`config.mk`:
```
export PLATFORM = sky130hd
export DESIGN_NAME = counter_array_watchdog_pwm16
export DESIGN_NICKNAME = d
export VERILOG_FILES = /design/src/common/cawd_pkg.sv /design/src/common/chan_if.sv /design/src/logic/counter_array_watchdog_pwm16.sv /design/src/logic/compare_channel.sv
export SDC_FILE = /design/constraint.sdc
export NUM_CORES = 1
export LEC_CHECK = 0
export ABC_CLOCK_PERIOD_IN_PS = 3040
export BUFFER_PORTS_ARGS = -buffer_cell sky130_fd_sc_hd__buf_2
export CAP_MARGIN = 20
export CORE_UTILIZATION = 30
export CTS_CLUSTER_DIAMETER = 50
export DETAILED_ROUTE_END_ITERATION = 8
export PLACE_DENSITY_LB_ADDON = 0.25
export SYNTH_ARGS = -nofsm -noshare
export SYNTH_HDL_FRONTEND = slang
export SYNTH_HIERARCHICAL = 1
export SYNTH_SLANG_ARGS = --single-unit
```
`constraint.sdc`:
```
create_clock -name sys_clk -period 3.04 [get_ports sys_clk]
set_input_delay 0.304 -clock sys_clk [delete_from_list [all_inputs] [get_ports sys_clk]]
set_output_delay 0.304 -clock sys_clk [all_outputs]
set_load 0.02 [all_outputs]
```
`src/common/cawd_pkg.sv`:
```
/*
  Constants for the counter array with its 16-bit PWM channels and watchdog function:
  register addresses, field positions, reset values and timing counts.
  Assumes a byte-wide special-function register port on the embedded CPU side.
*/
package cawd_pkg;

  // ----------------------------------------------------------------
  // geometry
  // ----------------------------------------------------------------
  localparam int NUM_CHAN = 6;
  localparam int WD_CHAN = 5;

  // ----------------------------------------------------------------
  // register addresses
  // ----------------------------------------------------------------
  localparam logic [7:0] ADDR_CTRL = 8'hd8;
  localparam logic [7:0] ADDR_AMODE = 8'hd9;
  localparam logic [7:0] ADDR_CHMODE_BASE = 8'hda;
  localparam logic [7:0] ADDR_CMPLO_BASE = 8'he0;
  localparam logic [7:0] ADDR_CMPHI_BASE = 8'hf0;
  localparam logic [7:0] ADDR_CNT_LO = 8'hf9;
  localparam logic [7:0] ADDR_CNT_HI = 8'hfa;

  // ----------------------------------------------------------------
  // counter_control_flags fields
  // ----------------------------------------------------------------
  localparam int CTRL_OVF_BIT = 7;
  localparam int CTRL_RUN_BIT = 6;
  localparam logic [7:0] CTRL_RESET = 8'h00;

  // ----------------------------------------------------------------
  // array_mode_reg fields
  // ----------------------------------------------------------------
  localparam int AMODE_IDLE_BIT = 7;
  localparam int AMODE_WDE_BIT = 6;
  localparam int AMODE_LCK_BIT = 5;
  localparam int AMODE_SEL_LSB = 1;
  localparam int AMODE_CFIE_BIT = 0;
  localparam logic AMODE_WDE_RESET = 1'b1;

  // array_clock_select codes
  localparam logic [2:0] SEL_DIV12 = 3'b000;
  localparam logic [2:0] SEL_DIV4 = 3'b001;
  localparam logic [2:0] SEL_SYSCLK = 3'b010;
  localparam logic [2:0] SEL_EXT = 3'b011;
  localparam logic [2:0] SEL_RESET = SEL_DIV12;

  // ----------------------------------------------------------------
  // per-channel mode register fields
  // ----------------------------------------------------------------
  localparam int CM_IRQ_BIT = 0;
  localparam int CM_PWM_BIT = 1;
  localparam int CM_MATCH_BIT = 3;
  localparam int CM_CMPEN_BIT = 6;
  localparam int CM_WIDE_BIT = 7;
  localparam logic [7:0] CHMODE_RESET = 8'h00;
  localparam logic [7:0] SW_TIMER_MODE = 8'h48;
  localparam logic [15:0] CMP_RESET = 16'h0000;
  localparam logic [15:0] CNT_RESET = 16'h0000;

  // ----------------------------------------------------------------
  // timing
  // ----------------------------------------------------------------
  localparam logic [3:0] DIV12_LAST = 4'd11;
  localparam logic [1:0] DIV4_LAST = 2'd3;
  localparam int SYSCLK_PER_DIV12 = 12;
  localparam int WD_TIMEOUT_TICKS = 256;
  localparam int WD_TIMEOUT_SYSCLK = WD_TIMEOUT_TICKS * SYSCLK_PER_DIV12;

endpackage

```
`src/common/chan_if.sv`:
```
/*
  Bundle between the array core and one compare channel.
  Assumes the core drives counter state and decoded writes; the channel returns its state.
*/
`timescale 1ns/1ps
interface chan_if;
  logic [15:0] count;
  logic tick;
  logic ovf16;
  logic wr_lo;
  logic wr_hi;
  logic wr_mode;
  logic [7:0] wdata;
  logic [7:0] hi_wdata;
  logic wd_mode;
  logic [15:0] cmp;
  logic [7:0] mode;
  logic match_evt;
  logic pwm;

  modport ctl(output count, tick, ovf16, wr_lo, wr_hi, wr_mode, wdata, hi_wdata, wd_mode,
              input cmp, mode, match_evt, pwm);
  modport chan(input count, tick, ovf16, wr_lo, wr_hi, wr_mode, wdata, hi_wdata, wd_mode,
               output cmp, mode, match_evt, pwm);
endinterface

```
`src/logic/counter_array_watchdog_pwm16.sv`:
```
/*
  Counter array core: shared 16-bit counter, six compare channels, control/flag register,
  array mode register and the watchdog function on the last channel.
  Assumes a byte-wide SFR port synchronous to sys_clk, and a system reset block that
  takes a one-cycle reset request.
*/
`timescale 1ns/1ps
module counter_array_watchdog_pwm16
  import cawd_pkg::*;
#(
  parameter int CHANNELS = cawd_pkg::NUM_CHAN
)
(
  // clock and reset
  input wire logic sys_clk,
  input wire logic resetn,
  // special-function register port
  input wire logic [7:0] sfr_addr,
  input wire logic [7:0] sfr_wdata,
  input wire logic sfr_wr,
  input wire logic sfr_rd,
  output logic [7:0] sfr_rdata,
  // system
  input wire logic cpu_idle,
  input wire logic ext_tick,
  output logic array_irq,
  output logic wd_reset_req,
  // waveforms
  output logic [CHANNELS-1:0] pwm_out
);
  import cawd_pkg::*;

  logic wr_ctrl;
  logic wr_amode;
  logic wr_cnt_lo;
  logic wr_cnt_hi;
  logic ovf_flag_q;
  logic run_q;
  logic [CHANNELS-1:0] flag_q;
  logic idle_q;
  logic wde_q;
  logic lock_q;
  logic [2:0] clk_sel_q;
  logic ovf_ie_q;
  logic wd_on;
  logic [3:0] div_q;
  logic sel_tick;
  logic tick;
  logic [15:0] cnt_q;
  logic ovf16;
  logic lo_ovf;
  logic wd_fire;
  logic wd_reset_q;
  logic irq_q;
  logic [7:0] rdata_q;
  logic [7:0] rd_mux;
  logic [15:0] cmp_arr [CHANNELS];
  logic [7:0] mode_arr [CHANNELS];
  logic [CHANNELS-1:0] match_vec;
  logic [CHANNELS-1:0] irq_en_vec;
  logic [7:0] refresh_val;

  chan_if ch [CHANNELS] ();

  // ----------------------------------------------------------------
  // address decode
  // ----------------------------------------------------------------
  assign wr_ctrl = sfr_wr && (sfr_addr == ADDR_CTRL);
  assign wr_amode = sfr_wr && (sfr_addr == ADDR_AMODE);
  assign wr_cnt_lo = sfr_wr && (sfr_addr == ADDR_CNT_LO);
  assign wr_cnt_hi = sfr_wr && (sfr_addr == ADDR_CNT_HI);

  // ----------------------------------------------------------------
  // array mode register
  // ----------------------------------------------------------------
  always_ff @(posedge sys_clk or negedge resetn) begin
    if (!resetn) begin
      lock_q <= 1'b0;
    end else if (wr_amode && sfr_wdata[AMODE_LCK_BIT]) begin
      lock_q <= 1'b1;
    end
  end

  always_ff @(posedge sys_clk or negedge resetn) begin
    if (!resetn) begin
      wde_q <= AMODE_WDE_RESET;
      ovf_ie_q <= 1'b0;
    end else if (wr_amode) begin
      wde_q <= sfr_wdata[AMODE_WDE_BIT];
      ovf_ie_q <= sfr_wdata[AMODE_CFIE_BIT];
    end
  end

  // lock keeps the watchdog alive even though the enable bit itself may read back zero
  assign wd_on = wde_q || lock_q;

  always_ff @(posedge sys_clk or negedge resetn) begin
    if (!resetn) begin
      clk_sel_q <= SEL_RESET;
      idle_q <= 1'b0;
    end else if (wr_amode && !wd_on) begin
      clk_sel_q <= sfr_wdata[AMODE_SEL_LSB +: 3];
      idle_q <= sfr_wdata[AMODE_IDLE_BIT];
    end
  end

  // ----------------------------------------------------------------
  // array clock enable
  // ----------------------------------------------------------------
  always_ff @(posedge sys_clk or negedge resetn) begin
    if (!resetn) begin
      div_q <= 4'h0;
    end else if (div_q == DIV12_LAST) begin
      div_q <= 4'h0;
    end else begin
      div_q <= div_q + 4'h1;
    end
  end

  // codes above the external input stop the counter rather than pick a random source
  always_comb begin
    sel_tick = 1'b0;
    case (clk_sel_q)
      SEL_DIV12: sel_tick = (div_q == DIV12_LAST);
      SEL_DIV4: sel_tick = (div_q[1:0] == DIV4_LAST);
      SEL_SYSCLK: sel_tick = 1'b1;
      SEL_EXT: sel_tick = ext_tick;
      default: sel_tick = 1'b0;
    endcase
  end

  assign tick = sel_tick && (wd_on || run_q) && !(idle_q && cpu_idle);

  // ----------------------------------------------------------------
  // shared counter
  // ----------------------------------------------------------------
  assign ovf16 = tick && (cnt_q == 16'hffff);
  assign lo_ovf = tick && (cnt_q[7:0] == 8'hff);

  always_ff @(posedge sys_clk or negedge resetn) begin
    if (!resetn) begin
      cnt_q <= CNT_RESET;
    end else if (wr_cnt_lo && !wd_on) begin
      cnt_q[7:0] <= sfr_wdata;
    end else if (wr_cnt_hi && !wd_on) begin
      cnt_q[15:8] <= sfr_wdata;
    end else if (tick) begin
      cnt_q <= cnt_q + 16'h0001;
    end
  end

  // ----------------------------------------------------------------
  // control and flag register
  // ----------------------------------------------------------------
  always_ff @(posedge sys_clk or negedge resetn) begin
    if (!resetn) begin
      ovf_flag_q <= CTRL_RESET[CTRL_OVF_BIT];
    end else if (ovf16) begin
      ovf_flag_q <= 1'b1;
    end else if (wr_ctrl) begin
      ovf_flag_q <= sfr_wdata[CTRL_OVF_BIT];
    end
  end

  // the stored run bit follows software even while the watchdog holds the counter on
  always_ff @(posedge sys_clk or negedge resetn) begin
    if (!resetn) begin
      run_q <= CTRL_RESET[CTRL_RUN_BIT];
    end else if (wr_ctrl) begin
      run_q <= sfr_wdata[CTRL_RUN_BIT];
    end
  end

  // ----------------------------------------------------------------
  // watchdog refresh value and reset request
  // ----------------------------------------------------------------
  assign refresh_val = cnt_q[15:8] + cmp_arr[WD_CHAN][7:0];

  assign wd_fire = wd_on && ((lo_ovf && (cmp_arr[WD_CHAN][15:8] == cnt_q[15:8]))
                   || (wr_ctrl && sfr_wdata[WD_CHAN]));

  always_ff @(posedge sys_clk or negedge resetn) begin
    if (!resetn) begin
      wd_reset_q <= 1'b0;
    end else begin
      wd_reset_q <= wd_fire;
    end
  end

  assign wd_reset_req = wd_reset_q;

  // ----------------------------------------------------------------
  // channels
  // ----------------------------------------------------------------
  genvar gi;
  generate
    for (gi = 0; gi < CHANNELS; gi++) begin : g_chan
      localparam logic [7:0] IDX = 8'(gi);
      assign ch[gi].count = cnt_q;
      assign ch[gi].tick = tick;
      assign ch[gi].ovf16 = ovf16;
      assign ch[gi].wr_lo = sfr_wr && (sfr_addr == ADDR_CMPLO_BASE + IDX);
      assign ch[gi].wr_hi = sfr_wr && (sfr_addr == ADDR_CMPHI_BASE + IDX);
      assign ch[gi].wr_mode = sfr_wr && (sfr_addr == ADDR_CHMODE_BASE + IDX);
      assign ch[gi].wdata = sfr_wdata;
      assign ch[gi].wd_mode = (gi == WD_CHAN) && wd_on;
      assign ch[gi].hi_wdata = ((gi == WD_CHAN) && wd_on) ? refresh_val : sfr_wdata;
      assign cmp_arr[gi] = ch[gi].cmp;
      assign mode_arr[gi] = ch[gi].mode;
      assign match_vec[gi] = ch[gi].match_evt;
      assign irq_en_vec[gi] = ch[gi].mode[CM_IRQ_BIT];
      assign pwm_out[gi] = ch[gi].pwm;

      // hardware set wins over a firmware clear in the same cycle
      always_ff @(posedge sys_clk or negedge resetn) begin
        if (!resetn) begin
          flag_q[gi] <= CTRL_RESET[gi];
        end else if (match_vec[gi]) begin
          flag_q[gi] <= 1'b1;
        end else if (wr_ctrl) begin
          flag_q[gi] <= sfr_wdata[gi];
        end
      end

      compare_channel u_chan (
        .sys_clk(sys_clk),
        .resetn(resetn),
        .ch(ch[gi])
      );

      AST_FLAG_SET: assert property (@(posedge sys_clk) disable iff (!resetn)
        match_vec[gi] |=> flag_q[gi])
        else $error("channel match did not set its flag");
    end
  endgenerate

  // ----------------------------------------------------------------
  // array interrupt
  // ----------------------------------------------------------------
  always_ff @(posedge sys_clk or negedge resetn) begin
    if (!resetn) begin
      irq_q <= 1'b0;
    end else begin
      irq_q <= (ovf_flag_q && ovf_ie_q) || |(flag_q & irq_en_vec);
    end
  end

  assign array_irq = irq_q;

  // ----------------------------------------------------------------
  // read path
  // ----------------------------------------------------------------
  always_comb begin
    rd_mux = 8'h00;
    if (sfr_addr == ADDR_CTRL) begin
      rd_mux = {ovf_flag_q, run_q, 6'(flag_q)};
    end else if (sfr_addr == ADDR_AMODE) begin
      rd_mux = {idle_q, wde_q, lock_q, 1'b0, clk_sel_q, ovf_ie_q};
    end else if (sfr_addr == ADDR_CNT_LO) begin
      rd_mux = cnt_q[7:0];
    end else if (sfr_addr == ADDR_CNT_HI) begin
      rd_mux = cnt_q[15:8];
    end
    for (int i = 0; i < CHANNELS; i++) begin
      if (sfr_addr == ADDR_CHMODE_BASE + 8'(i)) begin
        rd_mux = mode_arr[i];
      end else if (sfr_addr == ADDR_CMPLO_BASE + 8'(i)) begin
        rd_mux = cmp_arr[i][7:0];
      end else if (sfr_addr == ADDR_CMPHI_BASE + 8'(i)) begin
        rd_mux = cmp_arr[i][15:8];
      end
    end
  end

  always_ff @(posedge sys_clk or negedge resetn) begin
    if (!resetn) begin
      rdata_q <= 8'h00;
    end else if (sfr_rd) begin
      rdata_q <= rd_mux;
    end
  end

  assign sfr_rdata = rdata_q;

  // ----------------------------------------------------------------
  // checks
  // ----------------------------------------------------------------
  AST_LOCK_HOLDS: assert property (@(posedge sys_clk) disable iff (!resetn)
    lock_q |=> lock_q && wd_on)
    else $error("watchdog dropped while locked");
  AST_UNLOCK_OFF: assert property (@(posedge sys_clk) disable iff (!resetn)
    wr_amode && !lock_q && !sfr_wdata[AMODE_WDE_BIT] && !sfr_wdata[AMODE_LCK_BIT] |=> !wd_on)
    else $error("clearing enable without lock did not stop watchdog");
  AST_CNT_FROZEN: assert property (@(posedge sys_clk) disable iff (!resetn)
    wd_on && (wr_cnt_lo || wr_cnt_hi) && !tick |=> $stable(cnt_q))
    else $error("counter write took effect under watchdog");
  AST_FORCED_RUN: assert property (@(posedge sys_clk) disable iff (!resetn)
    wd_on && sel_tick && !(idle_q && cpu_idle) |-> tick)
    else $error("watchdog did not force the counter on");
  AST_SEL_FROZEN: assert property (@(posedge sys_clk) disable iff (!resetn)
    wd_on |=> $stable(clk_sel_q) && $stable(idle_q))
    else $error("clock select or idle suspend changed under watchdog");
  AST_IDLE_PAUSE: assert property (@(posedge sys_clk) disable iff (!resetn)
    idle_q && cpu_idle |-> !tick)
    else $error("counter ticked during suspended idle");
  AST_RUN_STOP: assert property (@(posedge sys_clk) disable iff (!resetn)
    !wd_on && !run_q |=> $stable(cnt_q) || $past(wr_cnt_lo) || $past(wr_cnt_hi))
    else $error("stopped counter moved");
  AST_REFRESH: assert property (@(posedge sys_clk) disable iff (!resetn)
    wd_on && ch[WD_CHAN].wr_hi |=>
      cmp_arr[WD_CHAN][15:8] == 8'($past(cnt_q[15:8]) + $past(cmp_arr[WD_CHAN][7:0])))
    else $error("refresh did not load counter high plus offset");
  AST_WD_FIRE: assert property (@(posedge sys_clk) disable iff (!resetn)
    wd_on && lo_ovf && (cmp_arr[WD_CHAN][15:8] == cnt_q[15:8]) |=> wd_reset_req)
    else $error("watchdog expiry gave no reset request");
  AST_WD_FORCE: assert property (@(posedge sys_clk) disable iff (!resetn)
    wd_on && wr_ctrl && sfr_wdata[WD_CHAN] |=> wd_reset_req)
    else $error("forced watchdog reset missing");
  AST_OVF_SET: assert property (@(posedge sys_clk) disable iff (!resetn)
    ovf16 |=> ovf_flag_q ##1 (ovf_flag_q || $past(wr_ctrl)))
    else $error("overflow flag not set on wrap");

endmodule

```
`src/logic/compare_channel.sv`:
```
/*
  One compare channel: compare register, mode register, match detect, 16-bit PWM.
  Assumes the core gives one-cycle tick and overflow pulses and mutually exclusive writes.
*/
`timescale 1ns/1ps
module compare_channel
  import cawd_pkg::*;
(
  // clock and reset
  input wire logic sys_clk,
  input wire logic resetn,
  // core side
  chan_if.chan ch
);
  import cawd_pkg::*;

  logic [7:0] mode_q;
  logic [15:0] cmp_q;
  logic pwm_q;
  logic [7:0] eff_mode;
  logic pwm16;
  logic hit;

  // ----------------------------------------------------------------
  // mode and compare registers
  // ----------------------------------------------------------------
  always_ff @(posedge sys_clk or negedge resetn) begin
    if (!resetn) begin
      mode_q <= CHMODE_RESET;
    end else if (ch.wr_mode && !ch.wd_mode) begin
      mode_q <= ch.wdata;
    end else if (ch.wr_hi) begin
      mode_q[CM_CMPEN_BIT] <= 1'b1;
    end else if (ch.wr_lo) begin
      mode_q[CM_CMPEN_BIT] <= 1'b0;
    end
  end

  always_ff @(posedge sys_clk or negedge resetn) begin
    if (!resetn) begin
      cmp_q <= CMP_RESET;
    end else if (ch.wr_hi) begin
      cmp_q[15:8] <= ch.hi_wdata;
    end else if (ch.wr_lo) begin
      cmp_q[7:0] <= ch.wdata;
    end
  end

  // watchdog duty overrides whatever software left in the mode register
  assign eff_mode = ch.wd_mode ? SW_TIMER_MODE : mode_q;
  assign pwm16 = eff_mode[CM_CMPEN_BIT] && eff_mode[CM_PWM_BIT] && eff_mode[CM_WIDE_BIT];
  assign hit = ch.tick && eff_mode[CM_CMPEN_BIT] && (ch.count == cmp_q);

  // ----------------------------------------------------------------
  // match event and waveform
  // ----------------------------------------------------------------
  // in watchdog duty the last channel's flag is a software reset trigger, so no match sets it
  assign ch.match_evt = hit && eff_mode[CM_MATCH_BIT] && !ch.wd_mode;

  always_ff @(posedge sys_clk or negedge resetn) begin
    if (!resetn) begin
      pwm_q <= 1'b0;
    end else if (!pwm16) begin
      pwm_q <= 1'b0;
    end else if (hit) begin
      pwm_q <= 1'b1;
    end else if (ch.ovf16) begin
      pwm_q <= 1'b0;
    end
  end

  assign ch.cmp = cmp_q;
  assign ch.mode = eff_mode;
  assign ch.pwm = pwm_q;

  // ----------------------------------------------------------------
  // checks
  // ----------------------------------------------------------------
  AST_CMPEN_CLR: assert property (@(posedge sys_clk) disable iff (!resetn)
    ch.wr_lo && !ch.wr_hi && !ch.wr_mode |=> !mode_q[CM_CMPEN_BIT])
    else $error("low compare write left compare enable set");
  AST_CMPEN_SET: assert property (@(posedge sys_clk) disable iff (!resetn)
    ch.wr_hi && !ch.wr_mode |=> mode_q[CM_CMPEN_BIT])
    else $error("high compare write did not set compare enable");
  AST_PWM_ZERO: assert property (@(posedge sys_clk) disable iff (!resetn)
    !pwm16 |=> !pwm_q)
    else $error("waveform high outside 16-bit pwm");

endmodule

```
# After elaboration in Yosys (flattened, before gate mapping)
# Index checks and enable logic that the tools add are counted.
# totals
regBits,195
latch_bits,0
ramBits,0
rom_bits,0
inputBits,22
out_inout_bits,16
wordCells,276
memories,0
# op_classes
add_sub_neg,3
mul,0
div,0
order_cmp,0
eq_ne,43
n_shift,0
n_mux,75
bitwise,8
reduce_logical,98
# ops
operator,n
8-bit two-way mux,27
8-bit equality test (second input constant),23
16-bit equality test,6
1-bit logical AND,67
1-bit two-way mux,45
3-bit != test (second input constant),6
2-bit nonzero test,9
3-bit nonzero test,6
16-bit by 1-bit adder with 16-bit output (second input constant),1
16-bit equality test (second input constant),1
16-bit two-way mux,1
2-bit AND reduction,8
8-bit adder,1
8-bit equality test,1
1-bit NOT,7
6-bit AND,1
3-bit by 2-bit equality test with 1-bit output (second input constant),2
6-bit OR reduction,1
4-bit by 1-bit adder with 4-bit output (second input constant),1
4-bit equality test (second input constant),1
1-bit logical OR,4
4-bit two-way mux,1
1-bit case mux with 4 select lines,1
3-bit by 1-bit equality test with 1-bit output (second input constant),1
other kinds (4),5

# Logic depth before layout (Yosys ltp)
# Gate-level depths: netlist of run 1.
# depth
word_depth,23
mapped_depth,10
mapped_depth_nobuf,10

# Modules after synthesis
# Netlist of run 1, hierarchy kept.
# modules_own_cells
module,instances,cells_each,area_per_inst_um2
compare_channel,6,94,1212.4
counter_array_watchdog_pwm16,1,671,5151.2

# Worst setup path before layout of run 1
# Ideal clock, no wire load.
# synth_timing
kind,reg-to-reg
from,"register cnt_q[8], in the netlist ch[0].count[8]"
to,register g_chan[5].u_chan.cmp_q[14]
arrival_time_ns,2.169
t_required_ns,2.915
path_slack_ns,0.746
stages_incl_launch_ff,11
n_path_buf,0
path_cell_list,dfrtp_1 ha_1 inv_1 fa_1 nor2b_1 o21ai_0 a21boi_0 o21ai_0 a21oi_1 nor3_1 mux2_2
# synth_between
elab_chain_len,2
# synth_rtl
item,line,text
start: declaration,counter_array_watchdog_pwm16.sv:49,logic [15:0] cnt_q;
start signal: assignment,counter_array_watchdog_pwm16.sv:146,cnt_q[15:8] <= sfr_wdata;
start signal: assignment,counter_array_watchdog_pwm16.sv:148,cnt_q <= cnt_q + 16'h0001;
8-bit adder,counter_array_watchdog_pwm16.sv:177,assign refresh_val = cnt_q[15:8] + cmp_arr[WD_CHAN][7:0];
8-bit two-way mux,counter_array_watchdog_pwm16.sv:207,assign ch[gi].hi_wdata = ((gi == WD_CHAN) && wd_on) ? refresh_val : sfr_wdata;
named net ch[5].hi_wdata[6],chan_if.sv:14,logic [7:0] hi_wdata;
end signal: assignment,compare_channel.sv:43,cmp_q[15:8] <= ch.hi_wdata;
end: declaration,compare_channel.sv:18,logic [15:0] cmp_q;
# The timed path passes the listed nets, and every way through them passes these cells.
# A chain may end at the register's enable or synchronous reset.

# Final worst setup path of run 1
# layout_timing
from,register g_chan[5].u_chan.cmp_q[0]
to,register g_chan[5].u_chan.cmp_q[14]
# layout_between
elab_chain_len,2
# layout_rtl
item,line,text
start signal: assignment,compare_channel.sv:45,cmp_q[7:0] <= ch.wdata;
8-bit adder,counter_array_watchdog_pwm16.sv:177,
8-bit two-way mux,counter_array_watchdog_pwm16.sv:207,
named net ch[5].hi_wdata[6],chan_if.sv:14,
# The timed path passes the listed nets, and every way through them passes these cells.

==> impl_results.md, run 1 <==
* Via/cell ratio at ~5.5
* Initial DRC count at about 1.1k
* Combinational share of power at approximately a fifth
* Most frequent cells in the layout: 194 x dfrtp_1, 140 x mux2_2, 90 x xor2_1
* Residual DRC at 0
* RSZ-0062 raised after global routing: no
* Switch Pwr at 0.00209 W
* Share of layout cells above drive strength 1 at 23.8%
* Final worst-path cycle share at roughly four fifths
* Mean Syn Cell Area at slightly above 10 um2
* Critical path arrival at 2.75 ns
* WS Path Type: reg -> reg
* Yosys warnings at 6
* Post-CTS Setup Inserts at 0
* Total Die Area at 42200 um2
* Mapped Area at around 12000 um2
* Wirelength per Cell at 25.1 um
* First-pass GRT wire length at 70700 um
* Peak VDD IR at 0.000381 V
* Crit end category: flip-flop
* Gpl congestion at 0.983
* Cell variety after synth at 88
* Gr usage total at 23.2%
* H-tree depth at 4
* Placed cells at around 1.8k
* Crit path time final at between 2 and 2.5 ns
* CTS Sinks at 195
* Initial Utilization at 30.4%
* Relative slew slack at roughly 40%
* Number of synthesized register bits at 195
* PortBufs at 37
* Total Power at 0.00657 W
* Worst skew pair latency at between 0.4 and 0.5 ns
* EDFF count, synth at 0
* Gr ovfl total at 0
* GR peak layer: met2
* Rows at 74
* Filler cells at 4160
* Pre-CTS WS at around 0.44 ns
* P&R area growth vs syn at 13.9%
* GRT met3 Usage at 3.61%
* Critical Path Fanout Max at 4
* Num ports at 38
* M2 GR Usage at 36.1%
* Switching power share of the total at 31.8%
* Vias in the first global route at 10.3k
* Final hold slack at slightly below 0.4 ns
* Pin count of the biggest net entering global routing at 80
* Nets at roughly 1.4k
* Reg power frac at roughly 44%
* Commonest non-fill, non-tap cell in the layout: dfrtp_1
* Max-slew violations at 0
* Initial antenna violation count at 4
* Cell Int Power at 0.00448 W
* DR pass1 iterations at 6
* CTS max path bufs at 2
* Sum Neg Setup Slack at 0 ns
* Worst Clk Skew at 0.0159 ns
* Core footprint at between 40000 and 50000 um2
* Final Setup Violations at 0
* Async set-reset flop share out of synthesis at 100%
* Clock share of power at 35.0%
* Met1 Usage GRT at approximately 32%
* Die X at 206 um
* Pwr per Cell Area at roughly 460 nW/um2
* Final wirelength at around 47000 um
* TritonCTS clock tree: done
* Final hold violations at 0
* CTS Buf Count at 17
* Top FF cell, synth: dfrtp_1
* Least-Margin Pin Slew at 0.903 ns
* Status: completed
* Final worst slack at 0.646 ns
* Leakage power at 6.65 nW
* Post-route insts no fill at roughly 1.9k
* CP required at between 3 and 4 ns
* Root buffer cell: clkbuf_16
* DP Wirelength at around 33000 um
* Synthesized instance count at approximately 1.2k
* Die Y at 206 um
* Fmax achieved at ~420 MHz
* Max-Cap Viols at 0
* Worst min path class: in -> async
* Routed via count at 10.4k
* Seq/Total Area, Yosys at 39.3%
* Final ANT Viol Nets at 0
* Crit start category: flip-flop
* Worst-path clk slew at 0.08 ns
[critical path, cell delays in order (launching register included)]
cell      delay [ns]
dfrtp_1         0.44
ha_1            0.22
inv_1           0.06
fa_1            0.40
nor2b_1         0.13
o21ai_0         0.10
a21boi_0        0.28
o21ai_0         0.15
a21oi_1         0.17
nor3_1          0.08
mux2_2          0.27
[flip-flops by register name, indices dropped and copies added, names as in the netlist]
name / flops
g_chan.u_chan/ch.cmp: 96
g_chan.u_chan/mode_q: 48
ch.count: 16
sfr_rdata: 8
flag_q: 6
g_chan.u_chan/ch.pwm: 6
div_q: 4
clk_sel_q: 3
array_irq: 1
idle_q: 1
lock_q: 1
ovf_flag_q: 1
ovf_ie_q: 1
run_q: 1
wd_reset_req: 1
wde_q: 1
[kinds of logic (layout without fill, tap and decap cells)]
kind of cell / count (synthesis) / count (layout) / synth area share [%]
simple gates: 421 / 421 / 20.7
compound gates: 241 / 241 / 13.0
flops: 195 / 195 / 39.3
mux: 154 / 154 / 13.8
xor+xnor: 118 / 118 / 8.32
buf+inv: 95 / 155 / 3.78
fa+ha+maj: 10 / 10 / 1.07
other cells: 1 / 54 / 0.0302
[stage by stage]
stage | utilization [%] | cell area, um2
global route | 34.7 | 14200
global placement | 33.2 | 13600
finish | 34.7 | 14200
detailed placement | 33.2 | 13600
CTS | 34.6 | 14100
floorplan | - | 12600
[final cells by class]
type / instances / area (um2) / area share [%]
clock inverter: 8 / 106 / 0.751
multi-input combinational: 994 / 7260 / 51.3
antenna: 4 / 10.0 / 0.0707
tap: 532 / 666 / 4.70
timing repair buffer: 94 / 649 / 4.59
clock buffer: 21 / 460 / 3.25
inverter: 32 / 120 / 0.848
sequential: 195 / 4880 / 34.5
[metal layers]
metal	vias to the layer above	part of all wire, %
li1	4672	-
met5	-	0
met4	0	3.2
met1	5234	45
met2	424	45
met3	89	6.3
[power groups by stage]
stage          registers (W)  logic (W)  clock network (W)
2_1_floorplan        0.00297   0.000697                  0
3_3_place_gp         0.00294    0.00132                  0
3_5_place_dp         0.00295    0.00133                  0
4_1_cts              0.00290    0.00134            0.00235
5_1_grt              0.00292    0.00145            0.00244
6_report             0.00290    0.00137            0.00230
[worst paths after layout]
kind                                               end                        from  cells after the start  slack, ns
max                        g_chan[5].u_chan/ch.cmp[14]  g_chan[5].u_chan/ch.cmp[0]                     10       0.65
max in group asynchronous              ch[0].count[11]                      resetn                      3       1.77
min reg2reg                                   div_q[0]                    div_q[0]                      1       0.46
min in group sys_clk                      sfr_rdata[3]                      sfr_rd                      4       0.40
min                         g_chan[2].u_chan/mode_q[7]                      resetn                      2       0.40
max reg2reg                g_chan[5].u_chan/ch.cmp[14]  g_chan[5].u_chan/ch.cmp[0]                     10       0.65
[Yosys cell counts (23+ instances only)]
| cell type | n | area share, % |
|---|---|---|
| nand3_1 | 30 | 1.2 |
| buf_2 | 27 | 1.1 |
| xnor2_1 | 28 | 2.0 |
| o21ai_0 | 47 | 1.9 |
| a21oi_1 | 62 | 2.5 |
| nor2b_1 | 29 | 1.5 |
| dfrtp_1 | 194 | 39 |
| inv_1 | 30 | 0.91 |
| and3_1 | 35 | 1.8 |
| mux2_2 | 140 | 13 |
| nand2_1 | 82 | 2.5 |
| xor2_1 | 90 | 6.3 |
| nor2_1 | 54 | 1.6 |
| nor3_1 | 23 | 0.93 |
[repair_timing]
item,in CTS,in global routing
hold buffers,1,0
endpoints found under the hold margin,76,0
gates resized for setup,0,0
(Power assumes the default switching activity.)
==> inputs of run 2 (changes only) <==
- ABC_CLOCK_PERIOD_IN_PS: 3040 -> 2150
- clock period: 3.04 -> 2.15 ns (I/O delays scaled with it)
==> impl_results.md, run 2 (synthesis gave the netlist of run 1 again) <==
* Crit path max-delay family: adder cells
* Routed via count at 11.3k
* Initial Utilization at 30.4%
* Fmax achieved at 467 MHz
* Total Die Area at 42200 um2
* Commonest non-fill, non-tap cell in the layout: buf_4
* Least-Margin Pin Slew at 0.777 ns
* Slowest cell on crit path: dfrtp_1
* CTS Buf Count at 17
* Max-slew violations at 0
* DP Wirelength at 38400 um
* Pre-CTS WS at -0.447 ns
* Most frequent cells in the layout: 249 x buf_4, 192 x dfrtp_1, 140 x mux2_2
* Placed cells at 2046
* Gr usage total at between 20% and 30%
* P&R area growth vs syn at 28.5%
* Core footprint at ~40000 um2
* Pin count of the biggest net entering global routing at 64
* Crit path from: g_chan[5].u_chan/ch.cmp[0]
* Gpl congestion at 1.01
* CP required at approximately 2.5 ns
* Crit start category: flip-flop
* Die Y at 206 um
* Rows at 74
* Cell mode on critical path: o21ai_1
* Worst min path class: in -> reg
* R2R Path Start: g_chan[5].u_chan/ch.cmp[0]
* Status: completed
* Crit path cell chain: ha_2 -> inv_1 -> fa_1 -> nor2b_1 -> o21ai_1 -> a21boi_2 -> o21ai_1 -> a21oi_1 -> nor3_1 -> mux2_2
* Final ANT Viol Nets at 0
* Cell Int Power at ~0.0064 W
* Combinational share of power at roughly 23%
* Via/cell ratio at 5.39
* Hold wc startpoint: sfr_wdata[5]
* WS Path Type: reg -> reg
* First-pass GRT wire length at 75400 um
* H-tree depth at 4
* Switching power share of the total at 32.8%
* Wirelength per Cell at around 24 um
* PortBufs at 37
* Relative slew slack at 48.2%
* CTS max path bufs at 2
* Residual DRC at 0
* FF-to-FF setup slack at 0.009 ns
* TritonCTS clock tree: done
* Reg power frac at 43.5%
* Crit end category: flip-flop
* Critical path arrival at 2.50 ns
* Peak VDD IR at 0.000490 V
* Final worst slack at just over 0.009 ns
* Root buffer cell: clkbuf_16
* Max reg flops at 96
* Crit path time final at ~2.1 ns
* Share of layout cells above drive strength 1 at 35.8%
* Die X at 206 um
* Final hold slack at approximately 0.24 ns
* Num ports at 38
* Worst Clk Skew at around 0.011 ns
* CP max stage delay at 0.38 ns
* Crit path buf inv count at 1
* Gr ovfl total at 0
* Final Setup Violations at 0
* Critical Path Fanout Max at 2
* CTS Sinks at 195
* Leakage power at 7.74 nW
* Clock share of power at 33.4%
* Final worst-path cycle share at 99.6%
* Nets at about 1.6k
* Final wirelength at about 50000 um
* Max-Cap Viols at 0
* Post-route core utilization at 39.1%
* Vias in the first global route at 11.1k
* Final hold violations at 0
* Switch Pwr at 0.00311 W
* Initial DRC count at 1122
* Worst skew pair latency at 0.47 ns
* Pwr per Cell Area at 594 nW/um2
* Initial antenna violation count at 2
* Post-route insts no fill at roughly 2.1k
* Worst-path clk slew at roughly 0.080 ns
* DR pass1 iterations at 5
* RSZ-0062 raised after global routing: yes
-- run 2: cell types whose count changed in the layout (fill, tap and decap cells not counted), moves of 3 or more --
cell and change:
inv_6 +5, o21ai_0 -4, clkinvlp_4 -4, o21ai_1 +3, buf_12 +11, diode_2 -3
ha_2 +3, ha_1 -3, a31oi_2 +4, a31oi_1 -4, buf_4 +195, buf_6 +3
-- run 2: metrics by stage --
stage | cell area, um2 | setup TNS, ns | power, W
2_1_floorplan | 12600 | -0.0673 | 0.00519
4_1_cts | 15800 | 0 | 0.00950
3_3_place_gp | 15200 | -3.87 | 0.00628
5_1_grt | 16000 | -0.258 | 0.00987
6_report | 16000 | 0 | 0.00949
3_5_place_dp | 15200 | -4.03 | 0.00631
-- run 2: worst paths after layout --
path	end	depth (start not counted)
setup / recovery	g_chan[5].u_chan/ch.cmp[14]	10
hold / removal	ch[0].count[5]	3
setup reg to reg	g_chan[5].u_chan/ch.cmp[14]	10
hold reg to reg	div_q[0]	1
max in group asynchronous	g_chan[2].u_chan/ch.cmp[0]	3
min in group asynchronous	g_chan[5].u_chan/ch.cmp[10]	2
-- run 2: area by class of cell --
cell class | instances | area [um2]
Fill cell | 4070 | 24900
Multi-Input combinational cell | 994 | 7370
Sequential cell | 195 | 4880
Timing Repair Buffer | 303 | 2370
Tap cell | 532 | 666
Clock buffer | 22 | 484
Inverter | 32 | 120
Clock inverter | 9 | 70.1
Antenna cell | 1 | 2.50
-- run 2: timing repair --
item,4_1_cts,5_1_grt
setup endpoints to repair,4,18
pin swaps,4,6
resized for setup,10,22
hold endpoints to repair,47,0
hold buffers,1,0
buffers inserted,5,4
-- run 2: worst min-delay path, stage by stage --
cell     delay, ns
buf_2         0.25
nor2_1        0.15
a21oi_1       0.04
-- run 2: power by group through the flow --
stage | Combinational, W | Clock [W] | Sequential (W)
finish | 0.00220 | 0.00317 | 0.00412
global route | 0.00233 | 0.00339 | 0.00414
CTS | 0.00214 | 0.00324 | 0.00411
detailed placement | 0.00213 | 0 | 0.00418
global placement | 0.00210 | 0 | 0.00418
floorplan | 0.000986 | 0 | 0.00421
-- run 2: per-layer routing --
layer | track usage, % | part of all wire [%]
met5 | 0 | 0
met4 | 10.3 | 3.7
met3 | 3.58 | 6.4
met2 | 38.4 | 45
met1 | 34.8 | 45
==> inputs of run 3 (changes only) <==
- ABC_CLOCK_PERIOD_IN_PS: 2150 -> 2700
- SETUP_SLACK_MARGIN: unset -> 0.3
- clock period: 2.15 -> 2.7 ns (I/O delays scaled with it)
==> impl_results.md, run 3 (synthesis gave the netlist of run 1 again) <==
* Status: completed
* Die X at a little over 200 um
* Initial DRC count at around 990
* Max-Cap Viols at 0
* TritonCTS clock tree: done
* Multi-input logic area at 7300 um2
* CTS Sinks at 195
* Combinational share of power at 20.2%
* Rows at 74
* Max reg flops at 96
* CP required at 3.11 ns
* Max-slew violations at 0
* Root buffer cell: clkbuf_16
* Vias in the first global route at 10.4k
* Leakage power at 6.87 nW
* PortBufs at 37
* WL met2 at between 20000 and 25000 um
* First-pass GRT wire length at 71500 um
* Critical Path Fanout Max at 4
* M1 WL at 21900 um
* Switch Pwr at 0.00244 W
* Routed via count at 10.5k
* Final ANT Viol Nets at 0
* Final worst-path cycle share at 85.4%
* P&R area growth vs syn at 16.6%
* Core footprint at 40800 um2
* Nets at 1400
* Filler cells at between 4k and 5k
* Worst Clk Skew at approximately 0.016 ns
* Commonest non-fill, non-tap cell in the layout: dfrtp_1
* Post-route core utilization at between 30% and 40%
* Reg area at 4890 um2
* Fmax achieved at 434 MHz
* Switching power share of the total at between 30% and 40%
* RSZ-0062 raised after global routing: no
* H-tree depth at 4
* Total Die Area at roughly 42000 um2
* Cell Int Power at roughly 0.0051 W
* Inserted Diodes at 0
* Worst min path class: in -> reg
* Clock share of power at 35.4%
* DR pass1 iterations at 6
* Worst skew pair latency at about 0.46 ns
* FF-to-FF setup slack at just under 0.4 ns
* WS Path Type: reg -> reg
* Reg power frac at 44.4%
* Initial Utilization at 30.4%
* Initial antenna violation count at 3
* Peak VDD IR at ~0.00033 V
* CTS max path bufs at 2
* Pin count of the biggest net entering global routing at 70
* CTS Buf Count at 17
* Gr ovfl total at 0
* Wirelength per Cell at 25.3 um
* Placed cells at 1878
* Pwr per Cell Area at 519 nW/um2
* Critical path arrival at 2.72 ns
* Uppermost layer routed: met5
* Gpl congestion at 0.966
* Worst-path clk slew at 0.08 ns
* Least-Margin Pin Slew at 0.756 ns
* Crit end category: flip-flop
* Final hold violations at 0
* Via/cell ratio at 5.49
* Share of layout cells above drive strength 1 at about a quarter
* Crit start category: flip-flop
* Most frequent cells in the layout: 192 x dfrtp_1, 140 x mux2_2, 90 x xor2_1
* Final Setup Violations at 0
* Final hold slack at 0.313 ns
* Gr usage total at 23.6%
* Relative slew slack at roughly half
* Post-route insts no fill at 1913
* Metal3 WL at 3110 um
* Residual DRC at 0
* Num ports at 38
* Total Power at between 0.007 and 0.008 W
* Die Y at 206 um
* Sum Neg Setup Slack at 0 ns
* Crit path time final at 2.31 ns
* Final wirelength at 48400 um
* DP Wirelength at between 30000 and 40000 um
==> run 3: cell count changes in the layout (fill, tap and decap cells not counted), sizes merged <==
cell	change
bufinv	+2
clkbuf	-3
clkinv	+1
inv	+1
buf	-175
diode	-1
==> run 3: cell type report <==
class,instances,area share [%]
inverters,32,0.829
repair buffers,128,6.38
multi-input cells,994,50.4
well taps,532,4.60
flip-flops and latches,195,33.7
clock buffers,19,3.06
clock inverters,13,1.01
==> run 3: stage by stage <==
| stage | worst slack, ns | cell area, um2 |
|---|---|---|
| detailed placement | 0.171 | 13800 |
| global route | 0.302 | 14500 |
| floorplan | 0.406 | 12600 |
| finish | 0.394 | 14500 |
| CTS | 0.305 | 14400 |
| global placement | 0.146 | 13800 |
==> run 3: power groups by stage <==
stage	combinational, W	sequential, W	clock [W]
2_1_floorplan	0.000785	0.00335	0
3_3_place_gp	0.00146	0.00338	0
3_5_place_dp	0.00148	0.00338	0
4_1_cts	0.00148	0.00333	0.00273
5_1_grt	0.00163	0.00335	0.00283
6_report	0.00152	0.00334	0.00266
==> run 3: path summary, 6_finish.rpt <==
kind                       depth (start not counted)                  startpoint                          end
min in group asynchronous                          2                      resetn   g_chan[2].u_chan/ch.cmp[2]
max in group asynchronous                          3                      resetn               ch[0].count[0]
max reg2reg                                       10  g_chan[5].u_chan/ch.cmp[0]  g_chan[5].u_chan/ch.cmp[14]
min                                                3                sfr_wdata[5]                    flag_q[5]
max                                               10  g_chan[5].u_chan/ch.cmp[0]  g_chan[5].u_chan/ch.cmp[14]
min reg2reg                                        1                    div_q[0]                     div_q[0]
==> run 3: layer usage <==
metal	vias to the layer above	global-route usage [%]
met5	-	0
met4	2	7.67
met3	95	3.66
met2	417	37.2
met1	5246	33.0
li1	4745	-
==> run 3: timing repair <==
action / CTS / global route
endpoints found under the hold margin: 51 / 0
resized for setup: 2 / 13
hold buffers: 1 / 0
buffers inserted: 0 / 2
setup endpoints to repair: 5 / 15
pin swaps: 0 / 2
==> run 3: critical path, cell delays in order, from the launching register on <==
cell,delay [ns]
dfrtp_2,0.42
ha_2,0.22
inv_1,0.06
fa_1,0.40
nor2b_1,0.12
o21ai_0,0.10
a21boi_1,0.21
o21ai_0,0.13
nor4b_1,0.16
nor3_1,0.24
mux2_2,0.19
